[config.mk]
export PLATFORM = sky130hd
export DESIGN_NAME = lms_scan_timing
export DESIGN_NICKNAME = d
export VERILOG_FILES = /design/src/lms_pkg.sv /design/src/lms_scan_timing.sv
export SDC_FILE = /design/constraint.sdc
export NUM_CORES = 1
export LEC_CHECK = 0
export BUFFER_PORTS_ARGS = -buffer_cell sky130_fd_sc_hd__buf_2
export CAP_MARGIN = 40
export CORE_MARGIN = 1
export CORE_UTILIZATION = 47
export CTS_CLUSTER_SIZE = 10
export DETAILED_ROUTE_END_ITERATION = 8
export GPL_TIMING_DRIVEN = 0
export PLACE_DENSITY = 0.74
export RECOVER_POWER = 25
export SLEW_MARGIN = 20
export SYNTH_ARGS = -nofsm -noshare
export SYNTH_HDL_FRONTEND = slang
export SYNTH_SLANG_ARGS = --single-unit
[constraint.sdc]
create_clock -name mclk -period 7.79 [get_ports mclk]
set_input_delay 0.779 -clock mclk [delete_from_list [all_inputs] [get_ports mclk]]
set_output_delay 0.779 -clock mclk [all_outputs]
set_load 0.03 [all_outputs]
[src/lms_pkg.sv]
// package: register map, field layout, timing constants and carrier types for the scan timing block
package lms_pkg;

    // ==========================================
    // clock and timing
    localparam int CLK_MHZ            = 25;
    localparam int PWM_FAST_NS        = 8000;
    localparam int PWM_SLOW_NS        = 16000;
    localparam int BLANK_LONG_NS      = 1000;
    localparam int BLANK_SHORT_NS     = 500;
    localparam int STAGGER_NS         = 125;
    localparam int CLK_PERIOD_NS      = 1000 / CLK_MHZ;
    // least times round up
    localparam int PWM_FAST_CYC       = (PWM_FAST_NS * CLK_MHZ + 999) / 1000;
    localparam int PWM_SLOW_CYC       = (PWM_SLOW_NS * CLK_MHZ + 999) / 1000;
    localparam int BLANK_LONG_CYC     = (BLANK_LONG_NS * CLK_MHZ + 999) / 1000;
    localparam int BLANK_SHORT_CYC    = (BLANK_SHORT_NS * CLK_MHZ + 999) / 1000;
    localparam int STAGGER_CYC        = (STAGGER_NS * CLK_MHZ + 999) / 1000;
    localparam int SINK_DELAY_CYC     = 1;
    localparam int CNT_W              = 10;

    // ==========================================
    // matrix geometry
    localparam int NUM_LINES          = 6;
    localparam int NUM_SINKS          = 18;
    localparam int NUM_GROUPS         = 3;

    // ==========================================
    // register offsets (byte addresses)
    localparam logic [7:0] ADDR_RUN      = 8'h00;
    localparam logic [7:0] ADDR_INIT     = 8'h04;
    localparam logic [7:0] ADDR_TIMING   = 8'h08;
    localparam logic [7:0] ADDR_COMP     = 8'h0C;
    localparam logic [7:0] ADDR_GHOST    = 8'h10;
    localparam logic [7:0] ADDR_STATUS   = 8'h14;

    // init register fields
    localparam int INIT_PWMSLOW_BIT   = 0;
    localparam int INIT_MODE_LSB      = 1;
    localparam int INIT_LINES_LSB     = 4;
    localparam int INIT_PEAK_LSB      = 8;
    // timing register fields
    localparam int TIM_BLANKSHORT_BIT = 0;
    localparam int TIM_STAGGER_BIT    = 1;
    localparam int TIM_SINKDLY_BIT    = 2;
    // ghost register fields
    localparam int GH_DISCH_BIT       = 0;
    localparam int GH_PRECH_LSB       = 4;
    // compensation fields, two bits each
    localparam int COMP_W             = 2;

    // ==========================================
    // reset values and peak code limit
    localparam logic [2:0] PEAK_RESET     = 3'h3;
    localparam logic [1:0] MODE_RESET     = 2'h1;
    localparam logic [2:0] LINES_RESET    = 3'h6;
    localparam logic [2:0] PEAK_MAX       = 3'h6;

    // ==========================================
    // types
    typedef enum logic [1:0] {
        LMS_IDLE  = 2'b00,
        LMS_BLANK = 2'b01,
        LMS_DELAY = 2'b10,
        LMS_SINK  = 2'b11
    } lms_state_t;

    typedef struct packed {
        logic       discharge;
        logic [1:0] precharge;
        logic [2:0] peak;
    } lms_analog_t;

endpackage

[src/lms_scan_timing.sv]
// scan sequencer, blanking/de-ghost drive and peak current control with AXI4-Lite registers
//
// The implementer's own choices: the placing of the registers and the AXI4-Lite register port.
`timescale 1ns/1ps
`default_nettype none

module lms_scan_timing (
    // clock and reset
    input  wire logic                               mclk,
    input  wire logic                               reset_n,
    // axi4-lite write address
    input  wire logic [7:0]                         s_axi_awaddr,
    input  wire logic                               s_axi_awvalid,
    output logic                                    s_axi_awready,
    // axi4-lite write data
    input  wire logic [31:0]                        s_axi_wdata,
    input  wire logic [3:0]                         s_axi_wstrb,
    input  wire logic                               s_axi_wvalid,
    output logic                                    s_axi_wready,
    // axi4-lite write response
    output logic [1:0]                              s_axi_bresp,
    output logic                                    s_axi_bvalid,
    input  wire logic                               s_axi_bready,
    // axi4-lite read
    input  wire logic [7:0]                         s_axi_araddr,
    input  wire logic                               s_axi_arvalid,
    output logic                                    s_axi_arready,
    output logic [31:0]                             s_axi_rdata,
    output logic [1:0]                              s_axi_rresp,
    output logic                                    s_axi_rvalid,
    input  wire logic                               s_axi_rready,
    // matrix drive
    output logic [lms_pkg::NUM_LINES-1:0]           lineOn,
    output logic [lms_pkg::NUM_LINES-1:0]           lineDischarge,
    output logic [lms_pkg::NUM_GROUPS-1:0]          sinkEnable,
    output logic                                    sinkPrecharge,
    output logic [1:0]                              prechargeLevel,
    output logic [2:0]                              peakCurrentCode,
    output logic [lms_pkg::NUM_SINKS*2-1:0]         sinkCompLevel,
    // frame data mode
    output logic                                    frameHoldMode,
    output logic                                    wideDataMode,
    output logic                                    subPeriodPulse
);

    // ==========================================
    // reset release
    logic rstSync1_ff;
    logic rstSync2_ff;
    logic rstN;

    always_ff @(posedge mclk or negedge reset_n) begin
        if (!reset_n) begin
            rstSync1_ff <= 1'b0;
            rstSync2_ff <= 1'b0;
        end else begin
            rstSync1_ff <= 1'b1;
            rstSync2_ff <= rstSync1_ff;
        end
    end
    assign rstN = rstSync2_ff;

    // ==========================================
    // registers
    logic                            run_ff;
    logic                            pwmSlow_ff;
    logic [1:0]                      mode_ff;
    logic [2:0]                      lines_ff;
    logic [2:0]                      peakReq_ff;
    logic                            blankShort_ff;
    logic                            stagger_ff;
    logic                            sinkDelay_ff;
    logic [3*lms_pkg::COMP_W-1:0]    comp_ff;
    logic                            dischReq_ff;
    logic [1:0]                      prechReq_ff;
    lms_pkg::lms_analog_t            active_ff;
    lms_pkg::lms_analog_t            held_ff;

    // ==========================================
    // axi4-lite write channel
    logic [7:0] awAddr_ff;
    logic       awHeld_ff;
    logic [31:0] wData_ff;
    logic       wHeld_ff;
    logic       doWrite;

    assign s_axi_awready = !awHeld_ff && !s_axi_bvalid;
    assign s_axi_wready  = !wHeld_ff && !s_axi_bvalid;
    assign doWrite       = awHeld_ff && wHeld_ff;

    always_ff @(posedge mclk or negedge rstN) begin
        if (!rstN) begin
            awAddr_ff    <= 8'h00;
            awHeld_ff    <= 1'b0;
            wData_ff     <= 32'h00000000;
            wHeld_ff     <= 1'b0;
            s_axi_bvalid <= 1'b0;
            s_axi_bresp  <= 2'h0;
        end else begin
            if (s_axi_awvalid && s_axi_awready) begin
                awAddr_ff <= s_axi_awaddr;
                awHeld_ff <= 1'b1;
            end
            if (s_axi_wvalid && s_axi_wready) begin
                // strobes apply to low byte lanes only; fields fit in bytes 0 and 1
                wData_ff <= {s_axi_wdata[31:16],
                             s_axi_wstrb[1] ? s_axi_wdata[15:8] : 8'h00,
                             s_axi_wstrb[0] ? s_axi_wdata[7:0] : 8'h00};
                wHeld_ff <= 1'b1;
            end
            if (doWrite) begin
                awHeld_ff    <= 1'b0;
                wHeld_ff     <= 1'b0;
                s_axi_bvalid <= 1'b1;
                s_axi_bresp  <= addrKnown(awAddr_ff) ? 2'h0 : 2'h2;
            end else if (s_axi_bvalid && s_axi_bready) begin
                s_axi_bvalid <= 1'b0;
            end
        end
    end

    function automatic logic addrKnown(input logic [7:0] a);
        addrKnown = (a == lms_pkg::ADDR_RUN) || (a == lms_pkg::ADDR_INIT) ||
                    (a == lms_pkg::ADDR_TIMING) || (a == lms_pkg::ADDR_COMP) ||
                    (a == lms_pkg::ADDR_GHOST) || (a == lms_pkg::ADDR_STATUS);
    endfunction

    logic wrRun;
    logic wrInit;
    logic wrTiming;
    logic wrComp;
    logic wrGhost;
    assign wrRun    = doWrite && (awAddr_ff == lms_pkg::ADDR_RUN);
    assign wrInit   = doWrite && (awAddr_ff == lms_pkg::ADDR_INIT);
    assign wrTiming = doWrite && (awAddr_ff == lms_pkg::ADDR_TIMING);
    assign wrComp   = doWrite && (awAddr_ff == lms_pkg::ADDR_COMP);
    assign wrGhost  = doWrite && (awAddr_ff == lms_pkg::ADDR_GHOST);

    // ==========================================
    // configuration storage
    always_ff @(posedge mclk or negedge rstN) begin
        if (!rstN) begin
            run_ff        <= 1'b0;
            pwmSlow_ff    <= 1'b0;
            mode_ff       <= lms_pkg::MODE_RESET;
            lines_ff      <= lms_pkg::LINES_RESET;
            peakReq_ff    <= lms_pkg::PEAK_RESET;
            blankShort_ff <= 1'b0;
            stagger_ff    <= 1'b0;
            sinkDelay_ff  <= 1'b0;
            comp_ff       <= '0;
            dischReq_ff   <= 1'b0;
            prechReq_ff   <= 2'h0;
        end else begin
            if (wrRun) begin
                run_ff <= wData_ff[0];
            end
            if (wrInit) begin
                pwmSlow_ff <= wData_ff[lms_pkg::INIT_PWMSLOW_BIT];
                // modes outside 1..3 are kept as mode 1
                mode_ff    <= (wData_ff[lms_pkg::INIT_MODE_LSB +: 2] == 2'h0) ? lms_pkg::MODE_RESET
                                                                               : wData_ff[lms_pkg::INIT_MODE_LSB +: 2];
                // line count clamps to 1..6
                if (wData_ff[lms_pkg::INIT_LINES_LSB +: 3] == 3'h0) begin
                    lines_ff <= 3'h1;
                end else if (wData_ff[lms_pkg::INIT_LINES_LSB +: 3] > lms_pkg::LINES_RESET) begin
                    lines_ff <= lms_pkg::LINES_RESET;
                end else begin
                    lines_ff <= wData_ff[lms_pkg::INIT_LINES_LSB +: 3];
                end
                peakReq_ff <= (wData_ff[lms_pkg::INIT_PEAK_LSB +: 3] > lms_pkg::PEAK_MAX) ? lms_pkg::PEAK_MAX
                                                                                           : wData_ff[lms_pkg::INIT_PEAK_LSB +: 3];
            end
            if (wrTiming) begin
                blankShort_ff <= wData_ff[lms_pkg::TIM_BLANKSHORT_BIT];
                stagger_ff    <= wData_ff[lms_pkg::TIM_STAGGER_BIT];
                sinkDelay_ff  <= wData_ff[lms_pkg::TIM_SINKDLY_BIT];
            end
            if (wrComp) begin
                comp_ff <= wData_ff[3*lms_pkg::COMP_W-1:0];
            end
            if (wrGhost) begin
                dischReq_ff <= wData_ff[lms_pkg::GH_DISCH_BIT];
                prechReq_ff <= wData_ff[lms_pkg::GH_PRECH_LSB +: 2];
            end
        end
    end

    // ==========================================
    // deferred analog update
    logic runPrev_ff;
    lms_pkg::lms_analog_t req;
    assign req = '{discharge: dischReq_ff, precharge: prechReq_ff, peak: peakReq_ff};

    always_ff @(posedge mclk or negedge rstN) begin
        if (!rstN) begin
            active_ff  <= '{discharge: 1'b0, precharge: 2'h0, peak: lms_pkg::PEAK_RESET};
            held_ff    <= '{discharge: 1'b0, precharge: 2'h0, peak: lms_pkg::PEAK_RESET};
            runPrev_ff <= 1'b0;
        end else begin
            runPrev_ff <= run_ff;
            if (mode_ff == lms_pkg::MODE_RESET) begin
                active_ff <= req;
                held_ff   <= req;
            end else begin
                if (!run_ff) begin
                    held_ff <= req;
                end
                if (run_ff && !runPrev_ff) begin
                    active_ff <= held_ff;
                end
            end
        end
    end

    // code passes straight to the current dac
    assign peakCurrentCode = active_ff.peak;
    assign prechargeLevel  = active_ff.precharge;
    // data update mode for the pwm path
    assign frameHoldMode   = (mode_ff != lms_pkg::MODE_RESET);
    assign wideDataMode    = (mode_ff == 2'h3);

    // compensation by sink index modulo three
    genvar gi;
    generate
        for (gi = 0; gi < lms_pkg::NUM_SINKS; gi++) begin : gComp
            assign sinkCompLevel[gi*2 +: 2] = comp_ff[(gi % 3)*lms_pkg::COMP_W +: lms_pkg::COMP_W];
        end
    endgenerate

    // ==========================================
    // scan sequencer
    localparam int CNT_W_L = lms_pkg::CNT_W;
    lms_pkg::lms_state_t state_ff;
    logic [CNT_W_L-1:0] cnt_ff;
    logic [2:0]         line_ff;

    logic [CNT_W_L-1:0] pwmCyc;
    logic [CNT_W_L-1:0] blankCyc;
    logic [CNT_W_L-1:0] stagCyc;
    // slot sink window covers active time plus both stagger steps
    logic [CNT_W_L-1:0] sinkCyc;
    assign pwmCyc   = pwmSlow_ff ? CNT_W_L'(lms_pkg::PWM_SLOW_CYC) : CNT_W_L'(lms_pkg::PWM_FAST_CYC);
    assign blankCyc = blankShort_ff ? CNT_W_L'(lms_pkg::BLANK_SHORT_CYC) : CNT_W_L'(lms_pkg::BLANK_LONG_CYC);
    assign stagCyc  = stagger_ff ? CNT_W_L'(lms_pkg::STAGGER_CYC) : CNT_W_L'(0);
    // delay carved from the sink window start
    assign sinkCyc  = CNT_W_L'(pwmCyc + stagCyc + stagCyc);

    always_ff @(posedge mclk or negedge rstN) begin
        if (!rstN) begin
            state_ff       <= lms_pkg::LMS_IDLE;
            cnt_ff         <= '0;
            line_ff        <= 3'h0;
            subPeriodPulse <= 1'b0;
        end else begin
            subPeriodPulse <= 1'b0;
            case (state_ff)
                lms_pkg::LMS_IDLE: begin
                    line_ff <= 3'h0;
                    cnt_ff  <= '0;
                    if (run_ff) begin
                        state_ff <= lms_pkg::LMS_BLANK;
                    end
                end
                lms_pkg::LMS_BLANK: begin
                    if (!run_ff) begin
                        state_ff <= lms_pkg::LMS_IDLE;
                    end else if (cnt_ff == CNT_W_L'(blankCyc - 1'b1)) begin
                        cnt_ff   <= '0;
                        state_ff <= sinkDelay_ff ? lms_pkg::LMS_DELAY : lms_pkg::LMS_SINK;
                    end else begin
                        cnt_ff <= CNT_W_L'(cnt_ff + 1'b1);
                    end
                end
                lms_pkg::LMS_DELAY: begin
                    // line on, sinks held off one clock
                    cnt_ff   <= CNT_W_L'(lms_pkg::SINK_DELAY_CYC);
                    state_ff <= run_ff ? lms_pkg::LMS_SINK : lms_pkg::LMS_IDLE;
                end
                lms_pkg::LMS_SINK: begin
                    if (!run_ff) begin
                        state_ff <= lms_pkg::LMS_IDLE;
                    end else if (cnt_ff >= CNT_W_L'(sinkCyc - 1'b1)) begin
                        cnt_ff   <= '0;
                        state_ff <= lms_pkg::LMS_BLANK;
                        if (line_ff >= 3'(lines_ff - 1'b1)) begin
                            line_ff        <= 3'h0;
                            subPeriodPulse <= 1'b1;
                        end else begin
                            line_ff <= 3'(line_ff + 1'b1);
                        end
                    end else begin
                        cnt_ff <= CNT_W_L'(cnt_ff + 1'b1);
                    end
                end
                default: begin
                    state_ff <= lms_pkg::LMS_IDLE;
                end
            endcase
        end
    end

    // ==========================================
    // drive outputs
    logic inSlot;
    logic inBlank;
    assign inSlot  = (state_ff == lms_pkg::LMS_DELAY) || (state_ff == lms_pkg::LMS_SINK);
    assign inBlank = (state_ff == lms_pkg::LMS_BLANK);

    generate
        for (gi = 0; gi < lms_pkg::NUM_LINES; gi++) begin : gLine
            assign lineOn[gi]        = inSlot && (line_ff == 3'(gi));
            assign lineDischarge[gi] = inBlank && active_ff.discharge;
        end
        for (gi = 0; gi < lms_pkg::NUM_GROUPS; gi++) begin : gPhase
            // groups staggered by one stagger step each
            assign sinkEnable[gi] = (state_ff == lms_pkg::LMS_SINK) &&
                                    (cnt_ff >= CNT_W_L'(stagCyc * gi)) &&
                                    (cnt_ff < CNT_W_L'(pwmCyc + stagCyc * gi));
        end
    endgenerate

    assign sinkPrecharge = inBlank;

    // ==========================================
    // read channel
    logic [31:0] rdMux;
    always_comb begin
        rdMux = 32'h00000000;
        if (s_axi_araddr == lms_pkg::ADDR_RUN) begin
            rdMux[0] = run_ff;
        end else if (s_axi_araddr == lms_pkg::ADDR_INIT) begin
            rdMux[lms_pkg::INIT_PWMSLOW_BIT]     = pwmSlow_ff;
            rdMux[lms_pkg::INIT_MODE_LSB +: 2]   = mode_ff;
            rdMux[lms_pkg::INIT_LINES_LSB +: 3]  = lines_ff;
            rdMux[lms_pkg::INIT_PEAK_LSB +: 3]   = peakReq_ff;
        end else if (s_axi_araddr == lms_pkg::ADDR_TIMING) begin
            rdMux[lms_pkg::TIM_BLANKSHORT_BIT] = blankShort_ff;
            rdMux[lms_pkg::TIM_STAGGER_BIT]    = stagger_ff;
            rdMux[lms_pkg::TIM_SINKDLY_BIT]    = sinkDelay_ff;
        end else if (s_axi_araddr == lms_pkg::ADDR_COMP) begin
            rdMux[3*lms_pkg::COMP_W-1:0] = comp_ff;
        end else if (s_axi_araddr == lms_pkg::ADDR_GHOST) begin
            rdMux[lms_pkg::GH_DISCH_BIT]      = dischReq_ff;
            rdMux[lms_pkg::GH_PRECH_LSB +: 2] = prechReq_ff;
        end else if (s_axi_araddr == lms_pkg::ADDR_STATUS) begin
            rdMux[2:0]   = line_ff;
            rdMux[5:4]   = state_ff;
            rdMux[10:8]  = active_ff.peak;
            rdMux[12]    = active_ff.discharge;
            rdMux[14:13] = active_ff.precharge;
        end
    end

    assign s_axi_arready = !s_axi_rvalid;

    always_ff @(posedge mclk or negedge rstN) begin
        if (!rstN) begin
            s_axi_rvalid <= 1'b0;
            s_axi_rdata  <= 32'h00000000;
            s_axi_rresp  <= 2'h0;
        end else begin
            if (s_axi_arvalid && s_axi_arready) begin
                s_axi_rvalid <= 1'b1;
                s_axi_rdata  <= rdMux;
                s_axi_rresp  <= addrKnown(s_axi_araddr) ? 2'h0 : 2'h2;
            end else if (s_axi_rvalid && s_axi_rready) begin
                s_axi_rvalid <= 1'b0;
            end
        end
    end

endmodule

`default_nettype wire

After elaboration in Yosys (flattened, before gate mapping)
Cells that the tools add are included.
- register bits: 93
- output and inout port bits: 101
- add/sub/neg operators: 9
- $lt $le $gt $ge: 10
- eq/ne operators: 29
- multiplexer cells: 72
- reduce and logical (&&, ||, !) cells: 58
- operators with widths (kind ; count):
    2-to-1 mux 3 bit ; 25
    2-to-1 mux 10 bit ; 4
    case mux 10 bit (4 select lines) ; 1
    equality test 8 x 4 -> 1 bit, second input constant ; 4
    equality test 8 x 5 -> 1 bit, second input constant ; 4
    2-to-1 mux 6 bit ; 5
    2-to-1 mux 2 bit ; 14
    logical AND 1 bit ; 27
    adder 9 x 3 -> 10 bit ; 2
    less-than comparator 10 bit ; 2
    2-to-1 mux 1 bit ; 18
    equality test 8 x 3 -> 1 bit, second input constant ; 2
    logical NOT 8 bit ; 2
    nonzero test 2 bit ; 6
    logical OR 1 bit ; 11
    adder 10 x 1 -> 10 bit, second input constant ; 1
    adder 10 x 3 -> 10 bit ; 1
    adder 9 x 4 -> 10 bit ; 1
    equality test 10 bit ; 1
    greater-or-equal comparator 10 x 1 -> 1 bit, second input constant ; 1
    greater-or-equal comparator 10 bit ; 1
    greater-or-equal comparator 10 x 3 -> 1 bit ; 1
    greater-or-equal comparator 10 x 4 -> 1 bit ; 1
    less-than comparator 10 x 9 -> 1 bit ; 1
    other kinds (25) ; 42

Depth between registers and ports, before layout
Gate-level depths: netlist of the first run.
- depth after elaboration: 8
- depth in mapped cells: 8
- gate-level depth less buffers: 8

Worst setup path before layout of the first run
OpenSTA, ideal clock, no wires.
- path kind: register to output
- from: register pwmSlow_ff
- to: output port sinkEnable[2] (netlist name)
- data arrival time: 2013 ps
- required time: 7011 ps
- slack: 4998 ps
- stages on the path, launching flop included: 8
- buffers on the path: 0
- cell sequence: dfrtp_1 -> inv_1 -> ha_1 -> ha_1 -> nor2b_1 -> o21ai_0 -> a21oi_1 -> nor3_1
- word-level cells in the longest chain between the ends: 4
- ends and longest elaborated chain (item ; RTL line ; RTL):
    start: declaration ; lms_scan_timing.sv:66 ; logic pwmSlow_ff;
    start signal: assignment ; lms_scan_timing.sv:159 ; pwmSlow_ff <= wData_ff[lms_pkg::INIT_PWMSLOW_BIT];
    2-to-1 mux 9 bit ; lms_scan_timing.sv:243 ; assign pwmCyc = pwmSlow_ff ? CNT_W_L'(lms_pkg::PWM_SLOW_CYC) : CNT_W_L'(lms_pkg::PWM_FAST_CYC);
    adder 9 x 4 -> 10 bit ; lms_scan_timing.sv:319 ; (cnt_ff < CNT_W_L'(pwmCyc + stagCyc * gi));
    less-than comparator 10 bit ; lms_scan_timing.sv:319 ;
    logical AND 1 bit ; lms_scan_timing.sv:318 ; (cnt_ff >= CNT_W_L'(stagCyc * gi)) &&
    end: declaration ; lms_scan_timing.sv:35 ; output logic [lms_pkg::NUM_GROUPS-1:0] sinkEnable,
No other way between the ends.

==> results.md, run 1 <==
- For this run, design rule violations remaining after detail routing come to 0.
- The post-CTS setup buffer count is 0.
- The clock sink total is 90.
- The placed instances occupy a cell area of 6090 um2.
- The tool flagged a number of max-cap violations equal to 2.
- The mean instance size in the synthesized netlist is 9.90 um2.
- The placed wire-length estimate after detailed placement is 9.09 mm.
- The placement row count is 38.
- For the final routed database, the setup TNS stands at 0 ps.
- The setup check on the worst reg-to-reg path leaves a slack of 4390 ps.
- The number of port buffers is 114.
- The portion of synthesized cell area occupied by the leading cell type is 0.386.
- After global routing the overflow that remains totals 0.
- Entering global routing, the biggest net connects 56 pins.
- The worst register-to-register path begins at rstN$_DFF_PN0_.
- The cell count after synthesis is 530.
- The area of the die is approximately 12000 um2.
- The power after layout is 1.30 mW.
- The total core area is 10800 um2.
- Traced cell by cell, the critical path runs through clkbuf_1.
- The maximum root-to-sink buffer count is 2.
- The worst setup slack after placement is 4930 ps.
- The worst path meets setup with 4390 ps of slack.
- The number of antenna violations at the first check in global routing was 0.
- The category of cells accounting for the largest share of critical-path delay is flip-flops.
- The fraction of the core area covered by cells at the end of the flow is 0.580.
- The number of global-route vias before repair is 3890.
- For this configuration, the core starts out at a cell density of 0.484.
- The tree is rooted in a sky130_fd_sc_hd__clkbuf_8.
- The post-route clock skew is 10.0 ps.
- The CTS tree is done.
- The number of endpoints with negative hold slack in the final report came to 0.
- The share of the clock period used by the worst path after layout is 0.436.
- 160 I/O pins were placed.
- The fraction of layout instances using a drive strength above 1 is 0.364.
- Setup repair after global routing left no endpoint under its margin.
- The critical path required time is around 7900 ps.
- The worst-case IR drop observed on VDD is 0.186 mV.
- The startpoint class of the critical path is a flip-flop.
- Relative to the synthesized area, the layout overhead comes to 19.8%.
- The layout net count is 764.
- In this run the critical register-to-register path is captured at comp_ff[1]$_DFFE_PN0P_.
- The total global-route track usage is 0.211.
- Once placement completed, the tool counted placed cells totaling 805.
- The standby leakage power is 3.23 nW.
- The number of detailed-routing iterations run before antenna repair is 4.
- For this block, the initial DRC count from the detailed router was 280.
- The checks that failed: max-capacitance violations, max-slew violations.
- The via density per instance is 5.18.
- The cell area after synthesis is ~5200 um2.
- The number of pins exceeding their max-slew limit in the final report is 91.
- In this run the number of cells on the critical path is 1.
- The top cell type by total area after synthesis is sky130_fd_sc_hd__dfrtp_1.
- The source-to-sink clock delay at the later pin of the worst-skew pair is 360 ps.
- The number of storage elements in the synthesis netlist is 90.
- The height of the die is 108 um.
- Derived from the worst setup path, the maximum achievable clock frequency is a little under 300 MHz.
- The final critical path time including I/O delays and setup is 3400 ps.
- The synthesized netlist contains 63 unique library cells.
- Counting the fill cells in the layout gives 940.
- The category of the most critical setup path is flip-flop to async pin.
- The most critical setup path has its endpoint at comp_ff[1]$_DFFE_PN0P_.
- Of the synthesized area, sequential elements account for 0.431.
- The number of standard cells in the layout, taps in and fillers out is 821.
- In the synthesized netlist the async set-or-reset flop fraction comes to 1.00.
- In this design, the stage delay of the slowest critical-path cell is 1770 ps.
- The clock transition time at the flip-flop clock pins of the worst setup and hold paths is 90 ps.
- The post-route antenna net violation count is 0.
- The width of the die is 108 um.
- Counting cells, the worst reg-to-reg path comes to 1.
- The congestion estimate from routability-driven global placement came to slightly below 0.9.
- The repair_antennas step left the layout with diodes totalling 0.
- At the pin with the least slew margin, the transition time is 2110 ps.
- Post-CTS repair changed the size of 0 cells.
- The routed layout has between 4k and 5k vias.
- The leading register cell type out of synthesis is sky130_fd_sc_hd__dfrtp_1.
- The final non-filler cell area is 6280 um2.
- The sum of routed wire length over all layers is between 10 and 15 mm.
- The slowest stage of the critical path is the sky130_fd_sc_hd__dfrtp_1 cell.
- The flow ran to the end, but the final reports show violations.
- The endpoint class of the critical path is an async pin.
- Together, buffers and inverters on the worst path number 1.
- The first global-routing pass estimated 18.9 mm of wire.
- The worst hold path belongs to the class input port to async pin.
- The number of buffers created by CTS is 9.
- The maximum level of the CTS H-tree is 3.
- The number of buffers inserted by hold repair at cts is 0.
- The number of endpoints failing setup at the final stage is 0.
- The synthesis warning total is 0.
- Data arrives at the worst endpoint at between 3000 and 4000 ps.
- The critical path launch point is rstN$_DFF_PN0_.
- In this run, synthesis inferred 0 flip-flops with an integrated enable.
- The power per cell area is 206 nW/um2.
- Along the worst path, the maximum fanout reaches 55.
- Hold is met by 180 ps.
- The per-cell routed wire length is 14.6 um.
- By area the synthesized netlist is led by sky130_fd_sc_hd__dfrtp_1 (39%), sky130_fd_sc_hd__buf_4 (8.7%), sky130_fd_sc_hd__ha_1 (6.9%).
- The worst max-slew margin expressed relative to the limit is -0.406.
## final cells by class
type / count / area, um2 / area share
multi-input cells: 354 / 2430 / 0.386
flip-flops and latches: 90 / 2260 / 0.360
clock inverters: 5 / 62.6 / 0.00996
inverters: 27 / 101 / 0.0161
clock buffers: 11 / 151 / 0.0241
plain buffers: 79 / 528 / 0.0840
well taps: 140 / 175 / 0.0279
repair buffers: 115 / 573 / 0.0912
## flip-flops by register name, indices dropped and copies added, names as in the netlist, 2 cells and up
| signal | flops |
|---|---|
| awAddr_ff | 8 |
| cnt_ff | 10 |
| comp_ff | 6 |
| held_ff | 6 |
| line_ff | 3 |
| lines_ff | 3 |
| mode_ff | 2 |
| peakCurrentCode | 3 |
| peakReq_ff | 3 |
| prechReq_ff | 2 |
| prechargeLevel | 2 |
| s_axi_rdata | 13 |
| state_ff | 2 |
| wData_ff | 10 |
## layout by cell type, fill, tap and decap left out, types with 5 or more instances in the layout
master / n
sky130_fd_sc_hd__buf_2: 115
sky130_fd_sc_hd__dfrtp_1: 81
sky130_fd_sc_hd__nand2_1: 65
sky130_fd_sc_hd__buf_4: 61
sky130_fd_sc_hd__o21ai_0: 36
sky130_fd_sc_hd__mux2_2: 32
sky130_fd_sc_hd__ha_1: 29
sky130_fd_sc_hd__inv_1: 26
sky130_fd_sc_hd__conb_1: 22
sky130_fd_sc_hd__nor2_1: 20
sky130_fd_sc_hd__clkbuf_1: 17
sky130_fd_sc_hd__nand3_1: 13
sky130_fd_sc_hd__mux2i_1: 11
sky130_fd_sc_hd__clkbuf_8: 11
sky130_fd_sc_hd__a21oi_1: 10
sky130_fd_sc_hd__nor3_1: 9
sky130_fd_sc_hd__and3_1: 9
sky130_fd_sc_hd__dfstp_2: 9
sky130_fd_sc_hd__nor2b_1: 7
sky130_fd_sc_hd__xnor2_1: 5
sky130_fd_sc_hd__and2_1: 5
sky130_fd_sc_hd__or3_1: 5
sky130_fd_sc_hd__nor4_1: 5
## logic make-up (layout without fill, tap and decap cells)
group	count (synthesis)	after routing	share of synthesized area
simple gates	162	162	0.155
buf+inv	106	237	0.120
compound gates	90	90	0.116
flops	90	90	0.431
mux	46	46	0.0983
fa+ha+maj	29	29	0.0692
xor+xnor	5	5	0.00835
other cells	2	22	0.00143
## metal layers
| layer | global-route usage | vias up | wire, um |
|---|---|---|---|
| met5 | 0 | - | 0 |
| met3 | 0.0272 | 20 | 581 |
| met1 | 0.293 | 2004 | 5510 |
| met2 | 0.332 | 149 | 5640 |
| met4 | 0.0851 | 0 | 236 |
| li1 | - | 2078 | - |
## cell usage after synthesis (10+ instances only)
cell type,instances
sky130_fd_sc_hd__clkbuf_1,15
sky130_fd_sc_hd__inv_1,26
sky130_fd_sc_hd__nand2_1,65
sky130_fd_sc_hd__dfrtp_1,81
sky130_fd_sc_hd__a21oi_1,10
sky130_fd_sc_hd__mux2i_1,11
sky130_fd_sc_hd__buf_4,61
sky130_fd_sc_hd__nor2_1,20
sky130_fd_sc_hd__mux2_2,32
sky130_fd_sc_hd__o21ai_0,36
sky130_fd_sc_hd__ha_1,29
sky130_fd_sc_hd__nand3_1,13
## worst min path at each step
stage | cells after the start | startpoint | end
3_3_place_gp | 0 | rstSync1_ff$_DFF_PN0_ | rstN$_DFF_PN0_
3_5_place_dp | 0 | rstSync1_ff$_DFF_PN0_ | rstN$_DFF_PN0_
2_1_floorplan | 0 | rstSync1_ff$_DFF_PN0_ | rstN$_DFF_PN0_
6_report | 1 | reset_n | rstN$_DFF_PN0_
4_1_cts | 1 | reset_n | rstN$_DFF_PN0_
5_1_grt | 1 | reset_n | rstN$_DFF_PN0_
## power by group
part | internal [mW] | switching, mW
sequential | 0.542 | 0.0789
clock | 0.167 | 0.173
combinational | 0.135 | 0.202
Power figures use the tool's default switching activity.
==> run 2, diff against run 1 <==
==> constraint.sdc (replaced) <==
create_clock -name mclk -period 3.3 [get_ports mclk]
set_input_delay 0.33 -clock mclk [delete_from_list [all_inputs] [get_ports mclk]]
set_output_delay 0.33 -clock mclk [all_outputs]
set_load 0.03 [all_outputs]
==> results.md, run 2 (same netlist as run 1, synthesis figures left out) <==
- The run finished, with violations left.
- The checks that failed: max-capacitance violations, max-slew violations.
- The height of the die came to 108 um (unchanged).
- The share of the clock period used by the worst path after layout is 0.842.
- The fraction of layout instances using a drive strength above 1 came to 0.365 (+0.000932).
- The total of max-cap violations came to 1 (-1).
- The maximum resistive drop on vdd is 0.439 mV (+140%).
- The number of antenna violations at the first check in global routing is 0 (unchanged).
- The standby leakage power is 3.24 nW (+0.38%).
- The number of buffers created by CTS is 9 (unchanged).
- The number of endpoints failing setup at the final stage came to 0 (unchanged).
- The number of DRC markers in iteration 0 was 260 (-7.1%).
- The most common library cell in the layout ignoring fill and taps is sky130_fd_sc_hd__buf_2.
- The clock tree root driver cell is sky130_fd_sc_hd__clkbuf_8.
- The number of endpoints with negative hold slack in the final report came to 0 (unchanged).
- The starting utilization of the core area is 0.484 (unchanged).
- The per-cell routed wire length is 14.6 um (-0.12%).
- The sum of routed wire length over all layers came to 12.0 mm (unchanged).
- The placed wire-length estimate after detailed placement was 9.09 mm (unchanged).
- The power after layout is 3.07 mW (+140%).
- The number of port buffers came to 114 (unchanged).
- The area of the die is 11600 um2 (unchanged).
- The maximum level of the CTS H-tree is 3 (unchanged).
- The total core area is 10800 um2 (unchanged).
- The largest driver fanout on the critical path was 9 (-84%).
- The endpoint class of the critical path is an output port.
- The largest registers in the layout are s_axi_rdata x13, cnt_ff x10, wData_ff x10.
- The final critical path time including I/O delays and setup is between 2000 and 3000 ps.
- The total I/O pin count came to 160 (unchanged).
- The pin slew with the least headroom to its limit is 2170 ps (+58.9 ps).
- The clock transition time at the flip-flop clock pins of the worst setup and hold paths is 90 ps (about the same).
- The critical path in this run is classified as flip-flop to output port.
- The width of the die came to 108 um (unchanged).
- The flip-flop count of the largest register, all copies and words added is 13 (unchanged).
- The total number of vias is 4253 (+0.047%).
- The synthesis-to-finish area growth is 20.3%.
- The type of the tightest min-delay check is input port to flip-flop.
- The number of global-route vias before repair was 3900 (+0.26%).
- The clock sink total came to 90 (unchanged).
- The wire length of the first global-routing pass is 19.0 mm (+0.15%).
- The total inserted antenna cells was 0 (unchanged).
- The post-route clock skew is 10.2 ps (+0.243 ps).
- The number of pins exceeding their max-slew limit in the final report is 55 (-40%).
- The post-CTS setup buffer count came to 0 (unchanged).
- The placement row count is 38 (unchanged).
- The post-route DRC violation count is 0 (unchanged).
- Setup repair after global routing left no endpoint under its margin.
- The routability congestion estimate from global placement is 0.884 (unchanged).
- The power per cell area is 486 nW/um2 (+140%).
- s_axi_rdata holds more flip-flops than any other register.
- The maximum root-to-sink buffer count is 2 (unchanged).
- The worst hold margin is 149 ps (-31.0 ps).
- The total global-route track usage came to 0.211 (+0.000263).
- The layout net count is 765 (+0.13%).
- The pin count of the biggest net entering global routing came to 56 (unchanged).
- The number of detailed-routing iterations run before antenna repair is 4 (unchanged).
- Leaving out fill and tap cells, the most frequent cells in the layout are sky130_fd_sc_hd__buf_2 (115), sky130_fd_sc_hd__dfrtp_1 (81), sky130_fd_sc_hd__nand2_1 (65).
- The maximum clock frequency is roughly 360 MHz.
- The source-to-sink clock delay at the later pin of the worst-skew pair is 360 ps (about the same).
- STA classifies the critical path startpoint as a flip-flop.
- The via density per instance is 5.17 (about the same).
- TritonCTS built the clock tree.
- The number of instances in the placed design came to 805 (unchanged).
- The worst max-slew margin expressed relative to the limit is -0.446 (-0.0393).
- The critical path required time is 2970 ps (-4960 ps).
- The data arrival time at the worst-slack endpoint came to 2450 ps (-1080 ps).
- The total overflow reported by the global router is 0 (unchanged).
- The post-route antenna net violation count is 0 (unchanged).
- The number of standard cells in the layout, taps in and fillers out was 822 (+0.12%).
-- run 2: cell count changes in the layout (fill, tap and decap cells not counted), sizes merged --
cell | previous run | this run
dlygate4sd3 | 0 | 1
buf | 177 | 178
clkbuf | 28 | 27
-- run 2: power breakdown --
group	switching, mW	internal, mW
logic	0.476	0.322
registers	0.187	1.28
clock network	0.407	0.394
total	1.07	2.00
-- run 2: worst max-delay path, stage by stage, from the launching register on --
cell and delay, ps:
sky130_fd_sc_hd__dfrtp_1 510, sky130_fd_sc_hd__or4_1 610, sky130_fd_sc_hd__or2_2 310, sky130_fd_sc_hd__a2111oi_0 390
sky130_fd_sc_hd__nor3_1 90, sky130_fd_sc_hd__buf_2 190
-- run 2: repair_timing --
item / 4_1_cts / 5_1_grt
endpoints found under the hold margin: 2 / 0
hold buffers: 1 / 0
gates resized for setup: 0 / 0
-- run 2: through the flow --
step                       util  area [um2]  TNS [ps]  setup WS (ps)
after floorplan               -        5320         0            623
after global placement    0.560        6070    -22420           -287
after detailed placement  0.562        6090         0            537
after CTS                 0.583        6310         0            473
after global routing      0.582        6310         0            339
final                     0.582        6310         0            521
-- run 2: path summary, 6_finish.rpt --
kind	end	from	slack, ps	cells past startpoint
worst max-delay path	sinkEnable[1]	cnt_ff[5]$_DFFE_PN0P_	520	5
worst min-delay path	s_axi_rvalid$_DFFE_PN0P_	s_axi_rready	150	2
worst max register to register	cnt_ff[7]$_DFFE_PN0P_	pwmSlow_ff$_DFFE_PN0P_	530	8
worst min register to register	rstN$_DFF_PN0_	rstSync1_ff$_DFF_PN0_	360	0
max in group asynchronous	s_axi_rdata[2]$_DFFE_PN0P_	rstN$_DFF_PN0_	1140	0
min in group asynchronous	rstN$_DFF_PN0_	reset_n	280	2
-- run 2: per-layer routing --
metal	routed length, um	track usage	vias up	part of all wire
li1	-	-	2078	-
met5	0	0	-	0
met4	273	0.0851	0	0.023
met2	5630	0.332	157	0.47
met3	620	0.0272	22	0.052
met1	5450	0.293	1996	0.46
-- run 2: cell type report --
type | count | area (um2)
Multi-Input combinational cell | 354 | 2430
Sequential cell | 90 | 2260
Fill cell | 936 | 4530
Buffer | 79 | 528
Clock inverter | 5 | 62.6
Timing Repair Buffer | 116 | 599
Clock buffer | 11 | 151
Inverter | 27 | 101
Tap cell | 140 | 175
==> run 3, diff against run 2 <==
==> constraint.sdc (replaced) <==
create_clock -name mclk -period 2.9 [get_ports mclk]
set_input_delay 0.29 -clock mclk [delete_from_list [all_inputs] [get_ports mclk]]
set_output_delay 0.29 -clock mclk [all_outputs]
set_load 0.03 [all_outputs]
==> results.md, run 3 (same netlist as run 1, synthesis figures left out) <==
- The flow ran to the end, but the final reports show violations.
- The checks that failed: max-capacitance violations, max-slew violations.
- The share of the clock period used by the worst path after layout is 0.947.
- The standby leakage power is 3.24 nW (about the same).
- The maximum root-to-sink buffer count is 2 (unchanged).
- The clock transition time at the flip-flop clock pins of the worst setup and hold paths is 90 ps (about the same).
- The largest registers in the layout are s_axi_rdata x13, cnt_ff x10, wData_ff x10.
- The number of antenna violations at the first check in global routing was 0 (unchanged).
- The stage delay of the slowest cell on the critical path came to 610 ps (about the same).
- The synthesis-to-finish area growth is 20.4% (about the same).
- The power after layout is 3.49 mW (+14%).
- The post-route antenna net violation count was 0 (unchanged).
- The highest metal layer with signal wires is met4.
- The final sum of negative setup slack is 0 ps (unchanged).
- The total number of vias is 4261 (+0.19%).
- The met1 layer wirelength in the final routing was 5.39 mm (-1.2%).
- The height of the die is 108 um (unchanged).
- The fraction of the core area covered by cells at the end of the flow is 0.583 (about the same).
- The total core area was 10800 um2 (unchanged).
- The via density per instance is 5.18 (+0.19%).
- Setup repair after global routing left no endpoint under its margin.
- The total met3 wirelength after detailed routing is 684 um (+10%).
- The final critical path time including I/O delays and setup is 2750 ps.
- The wire length of the first global-routing pass is 19.0 mm (unchanged).
- The number of endpoints failing setup at the final stage came to 0 (unchanged).
- The total inserted antenna cells is 0 (unchanged).
- For this run, the top clock speed supported by timing is between 300 and 400 MHz.
- The pin count of the biggest net entering global routing came to 56 (unchanged).
- Ranked by flip-flop count, first place goes to s_axi_rdata.
- The least setup slack across all paths after layout is 153 ps (-367 ps).
- The source-to-sink clock delay at the later pin of the worst-skew pair is 360 ps (about the same).
- The routed wire length on met2 is 5.62 mm (-0.18%).
- The worst hold path belongs to the class input port to flip-flop.
- The post-route clock skew is 9.69 ps (-0.551 ps).
- Leaving out fill and tap cells, the most frequent cell in the layout is sky130_fd_sc_hd__buf_2.
- The startpoint class of the critical path is a flip-flop.
- The per-cell routed wire length is 14.6 um (about the same).
- The critical path required time is 2610 ps (-360 ps).
- The area occupied by registers is 2260 um2 (about the same).
- The area of the die is 11600 um2 (unchanged).
- The width of the die is 108 um (unchanged).
- The data arrival time at the worst-slack endpoint came to 2460 ps (about the same).
- The endpoint class of the critical path is an output port.
- The final non-filler cell area is 6310 um2 (about the same).
- The pin slew with the least headroom to its limit is 2160 ps (-5.27 ps).
- In this run the most critical hold path is launched from s_axi_rready.
- The placed wire-length estimate after detailed placement was 9.09 mm (unchanged).
- The number of pins exceeding their max-slew limit in the final report is 55 (unchanged).
- The startpoint of the lowest-slack register-to-register path is stagger_ff$_DFFE_PN0P_.
- The number of buffers created by CTS is 9 (unchanged).
- Walking the worst path, the cells encountered are or4_1 > or2_2 > a2111oi_0 > nor3_1 > buf_2.
- The fraction of layout instances using a drive strength above 1 is 0.368 (+0.00293).
- The number of endpoints with negative hold slack in the final report is 0 (unchanged).
- The number of DRC markers in iteration 0 is 296 (+14%).
- The layout net count came to 765 (unchanged).
- The top cell types in the final layout, fill and taps aside, are sky130_fd_sc_hd__buf_2 (115), sky130_fd_sc_hd__dfrtp_1 (80), sky130_fd_sc_hd__nand2_1 (65).
- The multi-input combinational cell area was 2430 um2 (+0.15%).
- The category of the most critical setup path is flip-flop to output port.
- The worst setup slack after placement was 137 ps (-400 ps).
- The power per cell area is 552 nW/um2 (+14%).
- The routability congestion estimate from global placement is 0.884 (unchanged).
- The maximum resistive drop on vdd is 0.499 mV (+14%).
- The starting utilization of the core area is 0.484 (unchanged).
- The total global-route track usage came to 0.211 (unchanged).
- The post-route DRC violation count came to 0 (unchanged).
- The number of detailed-routing iterations run before antenna repair came to 5 (+1).
- The clock tree root driver cell is sky130_fd_sc_hd__clkbuf_8.
- The total of max-cap violations is 1 (unchanged).
- The total overflow reported by the global router was 0 (unchanged).
- The total I/O pin count was 160 (unchanged).
- The sum of routed wire length over all layers was 12.0 mm (about the same).
- The flip-flop count of the largest register, all copies and words added is 13 (unchanged).
- The number of port buffers is 114 (unchanged).
- The total cell area at the placement stage is 6090 um2 (unchanged).
- The count of filler cells inserted in the layout is 936 (unchanged).
- TritonCTS built the clock tree.
- The clock sink total is 90 (unchanged).
- The worst max-slew margin expressed relative to the limit is -0.442 (+0.00351).
- The category of cells accounting for the largest share of critical-path delay is simple AND/OR/NAND/NOR gates.
- The number of global-route vias before repair was 3900 (unchanged).
- The maximum level of the CTS H-tree was 3 (unchanged).
- The buffering stage count on the worst path with inverters included came to 1 (unchanged).
- The critical path starts at cnt_ff[5]$_DFFE_PN0P_.
- The placement row count is 38 (unchanged).
- The cell with the largest stage delay on the worst path is sky130_fd_sc_hd__or4_1.
- The largest driver fanout on the critical path came to 9 (unchanged).
run 3: metrics by stage:
stage / hold WS (ps) / cells
after CTS: 110 / 822
after global routing: 107 / 822
after floorplan: -5.59 / 550
after global placement: 75.4 / 804
final: 113 / 822
after detailed placement: 76.8 / 805
run 3: cell type report:
cell class | count | share of cell area
Buffer | 79 | 0.0836
Tap cell | 140 | 0.0277
Inverter | 27 | 0.0160
Timing Repair Buffer | 116 | 0.0949
Clock buffer | 11 | 0.0240
Clock inverter | 5 | 0.00991
Multi-Input combinational cell | 354 | 0.385
Sequential cell | 90 | 0.359
run 3: final timing paths:
check                                                end  slack (ps)  cells after the start
worst max-delay path                       sinkEnable[1]         150                      5
worst min-delay path            s_axi_rvalid$_DFFE_PN0P_         110                      2
worst max register to register    line_ff[2]$_DFFE_PN0P_         230                      8
worst min register to register            rstN$_DFF_PN0_         370                      0
max in group asynchronous         pwmSlow_ff$_DFFE_PN0P_         580                      0
min in group asynchronous                 rstN$_DFF_PN0_         240                      2
run 3: routing by layer:
| layer | up-vias | track usage |
|---|---|---|
| li1 | 2078 | - |
| met2 | 171 | 0.332 |
| met1 | 1991 | 0.293 |
| met4 | 0 | 0.0851 |
| met3 | 21 | 0.0272 |
| met5 | - | 0 |
run 3: power breakdown:
group	switching, mW	internal [mW]
Clock	0.462	0.449
Combinational	0.543	0.366
Sequential	0.212	1.46
Total	1.22	2.27
run 3: timing repair:
action	4_1_cts	5_1_grt
resized for setup	0	2
hold buffers	1	0
setup buffers	0	0
setup endpoints to repair	0	6
hold endpoints to repair	2	0
run 3: worst register-to-register path, stage by stage, from the launching register on:
cell and delay, ps:
sky130_fd_sc_hd__dfrtp_1 580, sky130_fd_sc_hd__inv_1 120, sky130_fd_sc_hd__ha_1 210, sky130_fd_sc_hd__or2_2 300, sky130_fd_sc_hd__ha_1 290, sky130_fd_sc_hd__and4b_1 230
sky130_fd_sc_hd__o221ai_1 210, sky130_fd_sc_hd__a21o_1 250, sky130_fd_sc_hd__o311ai_0 360
